## src/btxe_pkg.sv

```systemverilog
// Shared constants for the burst transmit front end
package btxe_pkg;
  localparam int          ADDR_W        = 8;
  localparam int          DATA_W        = 32;
  localparam int          CHIP_IDX_W    = 6;
  localparam int          CNT_W         = 16;
  // Register byte offsets
  localparam logic [7:0]  OFS_CTRL      = 8'h00;
  localparam logic [7:0]  OFS_CHIP_DIV  = 8'h04;
  localparam logic [7:0]  OFS_DATA_CHIPS = 8'h08;
  localparam logic [7:0]  OFS_ACQ_CHIPS = 8'h0C;
  localparam logic [7:0]  OFS_BURST_LEN = 8'h10;
  localparam logic [7:0]  OFS_DCODE_LO  = 8'h14;
  localparam logic [7:0]  OFS_DCODE_HI  = 8'h18;
  localparam logic [7:0]  OFS_ACODE_LO  = 8'h1C;
  localparam logic [7:0]  OFS_ACODE_HI  = 8'h20;
  localparam logic [7:0]  OFS_STATUS    = 8'h24;
  // Control bit positions
  localparam int          CTRL_TX_EN    = 0;
  localparam int          CTRL_SW_START = 1;
  localparam int          CTRL_QPSK     = 2;
  localparam int          CTRL_CONT     = 3;
  localparam int          CTRL_EXT_CHIP = 4;
  localparam int          CTRL_W        = 5;
  // Status bit positions
  localparam int          STAT_ACTIVE   = 16;
  localparam int          STAT_PRE      = 17;
  // Reset values and burst length limit
  localparam logic [4:0]  CTRL_RST      = 5'h00;
  localparam logic [15:0] CHIP_DIV_RST  = 16'h0003;
  localparam logic [5:0]  CHIPS_RST     = 6'h0B;
  localparam logic [15:0] BURST_RST     = 16'h0010;
  localparam logic [15:0] BURST_MAX     = 16'hFFFD;
  // Bit fetch sequence steps
  localparam logic [2:0]  FS_REQ_A      = 3'h0;
  localparam logic [2:0]  FS_TAKE_A     = 3'h2;
  localparam logic [2:0]  FS_TAKE_B     = 3'h4;
  typedef enum logic [1:0] {ST_IDLE, ST_ALIGN, ST_SYM, ST_FETCH} btxe_state_e;
endpackage

```

## src/btxe_chip_div.sv

```systemverilog
// Programmable chip rate divider
`timescale 1ns/1ps
module btxe_chip_div #(
  parameter int W = 16
) (
  input  wire logic         clk,
  input  wire logic         arst_n,
  input  wire logic         ce,
  input  wire logic         run,
  input  wire logic [W-1:0] div,
  output logic              tick
);
  logic [W-1:0] cnt_r;

  // Count clocks per chip, idle when powered down
  always_ff @(posedge clk or negedge arst_n)
  begin
    if (!arst_n)
    begin
      cnt_r <= '0;
      tick  <= 1'b0;
    end
    else if (ce)
    begin
      if (!run)
      begin
        cnt_r <= '0;
        tick  <= 1'b0;
      end
      else if (cnt_r >= div)
      begin
        cnt_r <= '0;
        tick  <= 1'b1;
      end
      else
      begin
        cnt_r <= cnt_r + 1'b1;
        tick  <= 1'b0;
      end
    end
  end
endmodule // btxe_chip_div

```

## src/btxe_diff_enc.sv

```systemverilog
// Differential DBPSK / DQPSK encoder
`timescale 1ns/1ps
module btxe_diff_enc (
  input  wire logic clk,
  input  wire logic arst_n,
  input  wire logic ce,
  input  wire logic clear,
  input  wire logic load,
  input  wire logic qpsk,
  input  wire logic din_i,
  input  wire logic din_q,
  output logic      enc_i,
  output logic      enc_q
);
  // Position of a dibit on the 00,01,11,10 cycle
  function automatic logic [1:0] step_of(input logic [1:0] g);
    case (g)
      2'h0:    step_of = 2'h0;
      2'h1:    step_of = 2'h1;
      2'h3:    step_of = 2'h2;
      default: step_of = 2'h3;
    endcase
  endfunction

  function automatic logic [1:0] dibit_of(input logic [1:0] s);
    dibit_of = {s[1], s[1] ^ s[0]};
  endfunction

  always_ff @(posedge clk or negedge arst_n)
  begin
    if (!arst_n)
    begin
      enc_i <= 1'b0;
      enc_q <= 1'b0;
    end
    else if (ce)
    begin
      if (clear)
      begin
        enc_i <= 1'b0;
        enc_q <= 1'b0;
      end
      else if (load && qpsk)
        {enc_i, enc_q} <= dibit_of(step_of({din_i, din_q}) +
                                   step_of({enc_i, enc_q}));
      else if (load)
      begin
        enc_i <= din_i ^ enc_i;
        enc_q <= din_i ^ enc_i;
      end
    end
  end
endmodule // btxe_diff_enc

```

## src/btxe_top.sv

```systemverilog
// Burst transmit input processor, timing and differential encoder
`timescale 1ns/1ps
// Behaviour
// - Burst mode sends programmed symbol count automatically, up to 65,533.
// - Continuous mode never ends the burst on its own.
// - One preamble symbol precedes data, own PN code, same chip rate.
// - Programmable 16-bit symbol counter stops transmission at burst end.
// - Programmable divider gives chip and symbol rate timing.
// - Symbol period is chips per symbol plus at least one idle chip period between symbols.
// - Optionally take chip timing from external reference; host supplies it.
// - Transmit timing runs apart from any receive timing.
// - QPSK packs two serial bits into an I,Q dibit per symbol.
// - Serial data enters one bit at a time; host presents each bit.
// - BPSK requests exactly one bit per symbol.
// - QPSK requests two bits per symbol.
// - All data is differentially encoded before spreading.
// - DBPSK output is input XOR previous output.
// - DQPSK advances 0,1,2,3 steps on cycle 00,01,11,10 by dibit.
// - Transmitter powers down independently, no switching.
// - Rising start input or software start begins with preamble symbol.
// - Pulse preamble done, then request data bits.
// - Encoded bits XOR PN code, one full code per symbol.
module btxe_top #(
  parameter int DIV_W = 16
) (
  input  wire logic                          core_clk,
  input  wire logic                          arst_n,
  input  wire logic                          ce,
  input  wire logic                          psel,
  input  wire logic                          penable,
  input  wire logic                          pwrite,
  input  wire logic [btxe_pkg::ADDR_W-1:0]   paddr,
  input  wire logic [btxe_pkg::DATA_W-1:0]   pwdata,
  output logic      [btxe_pkg::DATA_W-1:0]   prdata,
  output logic                               pready,
  output logic                               pslverr,
  input  wire logic                          tx_start_input,
  input  wire logic                          tx_serial_in,
  input  wire logic                          tx_ext_chip_ref,
  output logic                               tx_bit_request,
  output logic                               preamble_done_pulse,
  output logic                               spread_i_out,
  output logic                               spread_q_out,
  output logic                               tx_active
);
  generate
    if (DIV_W < 2 || DIV_W > btxe_pkg::CNT_W)
    begin : g_bad_div
      $error("DIV_W out of range");
    end
  endgenerate

  ////////////////////////////////////////////////////////////////////////////
  // Registers
  logic [btxe_pkg::CTRL_W-1:0]     ctrl_r;
  logic [DIV_W-1:0]                chip_div_r;
  logic [btxe_pkg::CHIP_IDX_W-1:0] data_chips_r;
  logic [btxe_pkg::CHIP_IDX_W-1:0] acq_chips_r;
  logic [btxe_pkg::CNT_W-1:0]      burst_len_r;
  logic [63:0]                     dcode_r;
  logic [63:0]                     acode_r;
  logic                            wr_fire;
  btxe_pkg::btxe_state_e           st_r;
  logic                            pre_r;
  logic [btxe_pkg::CNT_W-1:0]      sym_left_r;
  logic [btxe_pkg::CHIP_IDX_W:0]   chip_cnt_r;
  logic [2:0]                      fstep_r;
  logic                            bit_i_r;
  logic                            start_prev_r;
  logic                            sw_prev_r;
  logic                            ext_prev_r;
  logic                            div_tick;
  logic                            chip_tick;
  logic                            start_evt;
  logic                            enc_i;
  logic                            enc_q;
  logic                            enc_load;
  logic                            enc_clear;
  logic                            pn_bit;
  logic [btxe_pkg::CHIP_IDX_W:0]   sym_len;
  logic [2:0]                      fetch_last;
  logic                            tx_en;
  logic                            qpsk;
  logic                            cont;
  logic                            ext_sel;

  assign tx_en   = ctrl_r[btxe_pkg::CTRL_TX_EN];
  assign qpsk    = ctrl_r[btxe_pkg::CTRL_QPSK];
  assign cont    = ctrl_r[btxe_pkg::CTRL_CONT];
  assign ext_sel = ctrl_r[btxe_pkg::CTRL_EXT_CHIP];

  function automatic logic addr_ok(input logic [btxe_pkg::ADDR_W-1:0] a);
    addr_ok = (a <= btxe_pkg::OFS_STATUS) && (a[1:0] == 2'h0);
  endfunction

  function automatic logic [btxe_pkg::DATA_W-1:0] rd_mux(
    input logic [btxe_pkg::ADDR_W-1:0] a);
    rd_mux = '0;
    if (a == btxe_pkg::OFS_CTRL)
      rd_mux[btxe_pkg::CTRL_W-1:0] = ctrl_r;
    else if (a == btxe_pkg::OFS_CHIP_DIV)
      rd_mux[DIV_W-1:0] = chip_div_r;
    else if (a == btxe_pkg::OFS_DATA_CHIPS)
      rd_mux[btxe_pkg::CHIP_IDX_W-1:0] = data_chips_r;
    else if (a == btxe_pkg::OFS_ACQ_CHIPS)
      rd_mux[btxe_pkg::CHIP_IDX_W-1:0] = acq_chips_r;
    else if (a == btxe_pkg::OFS_BURST_LEN)
      rd_mux[btxe_pkg::CNT_W-1:0] = burst_len_r;
    else if (a == btxe_pkg::OFS_DCODE_LO)
      rd_mux = dcode_r[31:0];
    else if (a == btxe_pkg::OFS_DCODE_HI)
      rd_mux = dcode_r[63:32];
    else if (a == btxe_pkg::OFS_ACODE_LO)
      rd_mux = acode_r[31:0];
    else if (a == btxe_pkg::OFS_ACODE_HI)
      rd_mux = acode_r[63:32];
    else if (a == btxe_pkg::OFS_STATUS)
    begin
      rd_mux[btxe_pkg::CNT_W-1:0]      = sym_left_r;
      rd_mux[btxe_pkg::STAT_ACTIVE]    = (st_r != btxe_pkg::ST_IDLE);
      rd_mux[btxe_pkg::STAT_PRE]       = pre_r;
    end
  endfunction

  ////////////////////////////////////////////////////////////////////////////
  // APB slave, one wait-free access phase
  assign wr_fire = psel && penable && pready && pwrite && addr_ok(paddr);

  always_ff @(posedge core_clk or negedge arst_n)
  begin
    if (!arst_n)
    begin
      pready  <= 1'b0;
      pslverr <= 1'b0;
      prdata  <= '0;
    end
    else if (ce)
    begin
      if (psel && !penable && !pready)
      begin
        pready  <= 1'b1;
        pslverr <= !addr_ok(paddr);
        prdata  <= (pwrite || !addr_ok(paddr)) ? '0 : rd_mux(paddr);
      end
      else
      begin
        pready  <= 1'b0;
        pslverr <= 1'b0;
      end
    end
  end

  always_ff @(posedge core_clk or negedge arst_n)
  begin
    if (!arst_n)
    begin
      ctrl_r       <= btxe_pkg::CTRL_RST;
      chip_div_r   <= DIV_W'(btxe_pkg::CHIP_DIV_RST);
      data_chips_r <= btxe_pkg::CHIPS_RST;
      acq_chips_r  <= btxe_pkg::CHIPS_RST;
      burst_len_r  <= btxe_pkg::BURST_RST;
      dcode_r      <= '0;
      acode_r      <= '0;
    end
    else if (ce && wr_fire)
    begin
      if (paddr == btxe_pkg::OFS_CTRL)
        ctrl_r <= pwdata[btxe_pkg::CTRL_W-1:0];
      else if (paddr == btxe_pkg::OFS_CHIP_DIV)
        chip_div_r <= pwdata[DIV_W-1:0];
      else if (paddr == btxe_pkg::OFS_DATA_CHIPS)
        data_chips_r <= pwdata[btxe_pkg::CHIP_IDX_W-1:0];
      else if (paddr == btxe_pkg::OFS_ACQ_CHIPS)
        acq_chips_r <= pwdata[btxe_pkg::CHIP_IDX_W-1:0];
      else if (paddr == btxe_pkg::OFS_BURST_LEN)
        burst_len_r <= (pwdata[15:0] > btxe_pkg::BURST_MAX) ?
                       btxe_pkg::BURST_MAX : pwdata[15:0];
      else if (paddr == btxe_pkg::OFS_DCODE_LO)
        dcode_r[31:0] <= pwdata;
      else if (paddr == btxe_pkg::OFS_DCODE_HI)
        dcode_r[63:32] <= pwdata;
      else if (paddr == btxe_pkg::OFS_ACODE_LO)
        acode_r[31:0] <= pwdata;
      else if (paddr == btxe_pkg::OFS_ACODE_HI)
        acode_r[63:32] <= pwdata;
    end
  end

  ////////////////////////////////////////////////////////////////////////////
  // Chip timing, internal divider or external reference
  btxe_chip_div #(.W(DIV_W)) u_div (
    .clk    (core_clk),
    .arst_n (arst_n),
    .ce     (ce),
    .run    (tx_en && !ext_sel),
    .div    (chip_div_r),
    .tick   (div_tick)
  );

  always_ff @(posedge core_clk or negedge arst_n)
  begin
    if (!arst_n)
    begin
      ext_prev_r   <= 1'b0;
      start_prev_r <= 1'b0;
      sw_prev_r    <= 1'b0;
    end
    else if (ce)
    begin
      ext_prev_r   <= tx_ext_chip_ref;
      start_prev_r <= tx_start_input;
      sw_prev_r    <= ctrl_r[btxe_pkg::CTRL_SW_START];
    end
  end

  assign chip_tick = ext_sel ? (tx_ext_chip_ref && !ext_prev_r)
                             : div_tick;
  assign start_evt = (tx_start_input && !start_prev_r) ||
                     (ctrl_r[btxe_pkg::CTRL_SW_START] && !sw_prev_r);

  // Chips per symbol, zero meaning the full 64
  assign sym_len = pre_r ? {acq_chips_r == '0, acq_chips_r}
                         : {data_chips_r == '0, data_chips_r};
  assign pn_bit  = pre_r ? acode_r[chip_cnt_r[btxe_pkg::CHIP_IDX_W-1:0]]
                         : dcode_r[chip_cnt_r[btxe_pkg::CHIP_IDX_W-1:0]];
  assign fetch_last = qpsk ? btxe_pkg::FS_TAKE_B : btxe_pkg::FS_TAKE_A;

  ////////////////////////////////////////////////////////////////////////////
  // Input processor and encoder
  assign enc_load  = (st_r == btxe_pkg::ST_FETCH) && (fstep_r == fetch_last);
  assign enc_clear = (st_r == btxe_pkg::ST_IDLE);

  btxe_diff_enc u_enc (
    .clk    (core_clk),
    .arst_n (arst_n),
    .ce     (ce),
    .clear  (enc_clear),
    .load   (enc_load),
    .qpsk   (qpsk),
    .din_i  (qpsk ? bit_i_r : tx_serial_in),
    .din_q  (tx_serial_in),
    .enc_i  (enc_i),
    .enc_q  (enc_q)
  );

  always_ff @(posedge core_clk or negedge arst_n)
  begin
    if (!arst_n)
    begin
      tx_bit_request <= 1'b0;
      bit_i_r        <= 1'b0;
      fstep_r        <= '0;
    end
    else if (ce)
    begin
      tx_bit_request <= (st_r == btxe_pkg::ST_FETCH) &&
                        (fstep_r == btxe_pkg::FS_REQ_A ||
                        (qpsk && fstep_r == btxe_pkg::FS_TAKE_A));
      if (st_r == btxe_pkg::ST_FETCH && fstep_r == btxe_pkg::FS_TAKE_A)
        bit_i_r <= tx_serial_in;
      fstep_r <= (st_r == btxe_pkg::ST_FETCH) ? fstep_r + 3'h1 : 3'h0;
    end
  end

  ////////////////////////////////////////////////////////////////////////////
  // Burst sequencer
  always_ff @(posedge core_clk or negedge arst_n)
  begin
    if (!arst_n)
    begin
      st_r                <= btxe_pkg::ST_IDLE;
      pre_r               <= 1'b0;
      sym_left_r          <= '0;
      chip_cnt_r          <= '0;
      preamble_done_pulse <= 1'b0;
      spread_i_out        <= 1'b0;
      spread_q_out        <= 1'b0;
      tx_active           <= 1'b0;
    end
    else if (ce)
    begin
      preamble_done_pulse <= 1'b0;
      if (!tx_en)
      begin
        st_r         <= btxe_pkg::ST_IDLE;
        pre_r        <= 1'b0;
        spread_i_out <= 1'b0;
        spread_q_out <= 1'b0;
        tx_active    <= 1'b0;
      end
      else
      begin
        case (st_r)
          btxe_pkg::ST_IDLE:
            if (start_evt)
            begin
              st_r       <= btxe_pkg::ST_ALIGN;
              pre_r      <= 1'b1;
              sym_left_r <= burst_len_r;
            end
          btxe_pkg::ST_ALIGN:
            if (chip_tick)
            begin
              st_r         <= btxe_pkg::ST_SYM;
              chip_cnt_r   <= 7'h01;
              spread_i_out <= enc_i ^ pn_bit;
              spread_q_out <= enc_q ^ pn_bit;
              tx_active    <= 1'b1;
            end
          btxe_pkg::ST_SYM:
            if (chip_tick && chip_cnt_r == sym_len)
            begin
              spread_i_out <= 1'b0;
              spread_q_out <= 1'b0;
              tx_active    <= 1'b0;
              chip_cnt_r   <= '0;
              pre_r        <= 1'b0;
              if (pre_r)
                preamble_done_pulse <= 1'b1;
              else if (!cont)
                sym_left_r <= sym_left_r - 16'h0001;
              if (!cont && (pre_r ? sym_left_r == '0
                                  : sym_left_r <= 16'h0001))
                st_r <= btxe_pkg::ST_IDLE;
              else
                st_r <= btxe_pkg::ST_FETCH;
            end
            else if (chip_tick)
            begin
              chip_cnt_r   <= chip_cnt_r + 7'h01;
              spread_i_out <= enc_i ^ pn_bit;
              spread_q_out <= enc_q ^ pn_bit;
            end
          btxe_pkg::ST_FETCH:
            if (enc_load)
              st_r <= btxe_pkg::ST_ALIGN;
          default:
            st_r <= btxe_pkg::ST_IDLE;
        endcase
      end
    end
  end

  ////////////////////////////////////////////////////////////////////////////
  // Checks
  logic [1:0] req_seen_r;

  always_ff @(posedge core_clk or negedge arst_n)
  begin
    if (!arst_n)
      req_seen_r <= '0;
    else if (ce && st_r == btxe_pkg::ST_SYM)
      req_seen_r <= '0;
    else if (ce && tx_bit_request)
      req_seen_r <= req_seen_r + 2'h1;
  end
endmodule // btxe_top

```

## config.mk

```make
export PLATFORM = sky130hd
export DESIGN_NAME = btxe_top
export DESIGN_NICKNAME = d
export VERILOG_FILES = /design/src/btxe_pkg.sv /design/src/btxe_chip_div.sv /design/src/btxe_diff_enc.sv /design/src/btxe_top.sv
export SDC_FILE = /design/constraint.sdc
export NUM_CORES = 1
export LEC_CHECK = 0
export ABC_AREA = 0
export ABC_CLOCK_PERIOD_IN_PS = 3600
export BUFFER_PORTS_ARGS = -buffer_cell sky130_fd_sc_hd__buf_4
export CORE_ASPECT_RATIO = 1.75
export CORE_UTILIZATION = 50
export DETAILED_ROUTE_END_ITERATION = 8
export MAX_ROUTING_LAYER = met4
export PLACE_DENSITY = 0.79
export SETUP_SLACK_MARGIN = 0.2
export SLEW_MARGIN = 0
export SYNTH_ARGS = -nofsm -noshare
export SYNTH_HDL_FRONTEND = slang
export SYNTH_SLANG_ARGS = --single-unit
```

## constraint.sdc

```tcl
create_clock -name core_clk -period 3.6 [get_ports core_clk]
set_input_delay 0.36 -clock core_clk [delete_from_list [all_inputs] [get_ports core_clk]]
set_output_delay 0.36 -clock core_clk [all_outputs]
set_load 0.02 [all_outputs]
```

==> implementation parameters <==
Parameter                              Value

Status
  Result of the run    finished clean

Synth
  Post-synthesis sequential element count    268
  Synthesized Nets    1,384
  Async S/R FF share, synth    1.00
  Syn Area/Cell    10.9 um^2
  Synth area leaders    sky130_fd_sc_hd__dfrtp_1 46%, sky130_fd_sc_hd__mux2_2 12%, sky130_fd_sc_hd__mux4_2 4.4%
  Synthesized instance count    1,304
  Adder and majority gate portion of the synthesized area    0.0273
  Mux contribution to synthesized area    0.200
  Number of different library cells in the post-synthesis netlist    64
  Top_reg_cell synth    sky130_fd_sc_hd__dfrtp_1
  Post-synthesis share of cell area spent on and, or, nand and nor gates    0.116
  Area leader, netlist    sky130_fd_sc_hd__dfrtp_1
  Top-area cell type share of the netlist area    0.456
  Share of the synthesized area in compound gates (AO/OA/AOI/OAI)    0.139
  Warnings from Yosys    0
  Sequential share of the synthesized area    0.472
  Number of flops mapped to enable cells by yosys    0
  Main combinational cell family by area after synthesis    multiplexers
  Synthesized area    0.0142 mm^2
  Xor/xnor cell area share of the yosys netlist    0.00862

Floorplan
  Std-Cell Rows    81
  Horizontal die dimension    129 um
  Placeable core region    0.0280 mm^2
  DIE AREA    0.0291 mm^2
  Vertical die dimension    225 um
  I/O Pins    88
  Effective utilization at floorplan    0.508

Worst setup path
  Slowest cell delay on critical path    0.59 ns
  Data required, critical path    4.08 ns
  Master of the slowest instance on the critical path    sky130_fd_sc_hd__or4_1
  Worst Path Arrival    3.65 ns
  R2R setup slack    0.43 ns
  Cell-by-cell listing of the critical path    or4_1, or4_1, and3_4, nor4_4, a31oi_2, or4_1, nand3_1
  Worst path most repeated cell    sky130_fd_sc_hd__or4_1
  Worst Setup Start Kind    flip-flop
  Type of destination of the critical path    flip-flop
  Crit path kind    flip-flop to flip-flop
  Critical-path maximum fanout    18

Drt
  Routed wire per std cell    23.3 um
  Vias/cell    6.46
  Iteration count of the initial detailed-routing pass    6
  Drt drc    0
  DR iter-0 viols    1,199
  Count of antenna-violating nets left after detailed routing    0
  Vias after detailed routing    11,455
  Routed Wire Length    41,300 um

Final layout
  Highest-count cells in the layout ignoring fill and taps    258 x sky130_fd_sc_hd__dfrtp_1, 151 x sky130_fd_sc_hd__mux2_2, 150 x sky130_fd_sc_hd__nand2_1, 130 x sky130_fd_sc_hd__buf_4, 84 x sky130_fd_sc_hd__o21ai_0
  Layout overhead on the synthesized area    14.3%
  Ratio of cells with drive above 1 in the final layout    0.269
  Count of inserted antenna diode cells    0
  Nets@finish    1,463
  Post-route core utilization    0.581
  Fill cell total of the finished layout    2,354
  Commonest non-fill, non-tap cell in the layout    sky130_fd_sc_hd__dfrtp_1

STA
  Shortest clock period the worst path allows after layout    3.17 ns
  Pin slew with the least headroom to its limit    0.924 ns
  Unrepaired setup endpoints after global routing    no
  Max-slew violations    0
  Maximum clock skew at final layout    0.0151 ns
  Final-report setup violation count    0
  Portion of the clock cycle consumed by the worst path in the final layout    0.881
  Worst slew margin relative to its limit    0.384
  Total count of hold-check failures in the final report    0
  Highest clock frequency the design can meet    315 MHz
  Setup tns final    0 ns
  Setup ws final    0.430 ns

Hold path
  Tightest Hold Check Type    primary input to flip-flop

Global routing
  Initial antenna violation count    0
  Total global-route track usage    0.302
  Largest net degree at the start of global routing    116
  Vias in the first global route    11,954
  Overflow left after global routing    0
  Global-route wire length before repair    65,300 um

Place
  Placer congestion estimate    0.948
  Port bufs    87
  Detailed Place HPWL    29,200 um
  Worst setup slack after placement    0.472 ns

Clocking
  Clock latency on the worst-skew pair    0.55 ns
  Clock buffer count from CTS    25
  Number of buffers on the longest clock path    3
  Clk pin slew, worst setup/hold paths    0.07 ns
  Cell at the root of the clock tree    sky130_fd_sc_hd__clkbuf_16
  Number of sinks driven by the clock tree    268
  Level count of the clock H-tree    1
  TritonCTS clock tree    built

Power
  Peak ir drop on the vdd network    0.000438 V
  Leak Pwr    0.00760 uW
  Ratio of total power to cell area    467 mW/mm^2

Run
  Max-cap check violation count    0
==> routing by layer <==
| layer | track usage | part of all wire | up-vias |
|---|---|---|---|
| met5 | - | 0 | - |
| met4 | 0.203 | 0.071 | 0 |
| met3 | 0.0373 | 0.068 | 197 |
| met2 | 0.513 | 0.52 | 583 |
| met1 | 0.329 | 0.35 | 5690 |
| li1 | - | - | 4985 |
==> stage by stage <==
stage,instance area [um^2],power (uW),hold WS [ns],instances
after floorplan,14200,4310,0.0644,1304
after global placement,15400,4820,0.472,1728
after detailed placement,15400,4870,0.472,1728
after CTS,16300,7590,0.0471,1773
after global routing,16300,7860,0.0630,1773
final,16300,7600,0.0564,1773
==> sequential cells by signal, summed over array words and instances (netlist names), 7 cells and up <==
name and count:
u_div.cnt_r 16, sym_left_r 16, burst_len_r 16, acode_r 64, chip_div_r 16, prdata 32
chip_cnt_r 7, dcode_r 64
==> timing repair <==
item,in CTS,in global routing
hold buffers,1,0
buffers inserted,0,0
setup endpoints to repair,0,0
hold endpoints to repair,104,0
resized for setup,0,0
==> cells by family after synthesis <==
| family | after synthesis |
|---|---|
| AOI/OAI and AO/OA | 279 |
| xor gates and xnor gates | 14 |
| adders and majority gates | 31 |
| buffers and inverters | 132 |
| DFF | 268 |
| muxes | 229 |
| and+or+nand+nor | 351 |
==> power breakdown <==
part	switching (uW)	internal (uW)
registers	208	3130
clock network	1170	1570
logic	936	584
total	2310	5290
==> worst paths after layout <==
check | from | to | depth (start not counted)
worst max register to register | data_chips_r[0] | sym_left_r[10] | 7
worst min register to register | pslverr | pslverr | 1
max in group asynchronous | arst_n | acode_r[11] | 3
worst min-delay path | tx_start_input | start_prev_r | 3
min in group asynchronous | arst_n | prdata[28] | 2
worst max-delay path | data_chips_r[0] | sym_left_r[10] | 7
==> worst max-delay path, delay by kind of cell (launching register included) <==
family,cells,cell delay (ns)
AOI/OAI and AO/OA,1,0.41
DFF,1,0.38
and+or+nand+nor,6,2.31
==> final cells by class <==
cell class,instances,area (um^2),share of cell area
Clock buffer,34,699,0.0430
Multi-Input combinational cell,904,7010,0.431
Tap cell,373,467,0.0287
Sequential cell,268,6720,0.413
Inverter,50,188,0.0115
Clock inverter,10,131,0.00808
Timing Repair Buffer,134,1040,0.0640
==> cell usage after synthesis, drive strengths merged, types with 6 or more instances <==
master and number:
or3 7, mux2i 37, dfstp 9, nand3 29, mux2 164, or2 6, a22oi 6, xnor2 6
nor2b 9, mux4 28, nor3 23, xor2 8, nand2 150, a32oi 9, dfrtp 259, ha 31
a22o 19, inv 50, clkbuf 61, o21ai 91, and2 15, nor4 14, a31oi 14, o22ai 8
o31ai 10, o211ai 12, nor2 63, a221oi 17, a222oi 24, o221ai 12, buf 21, a21oi 19
a21o 6, or4 11, nand2b 7
Note: power is estimated with default switching activity, not from simulation.
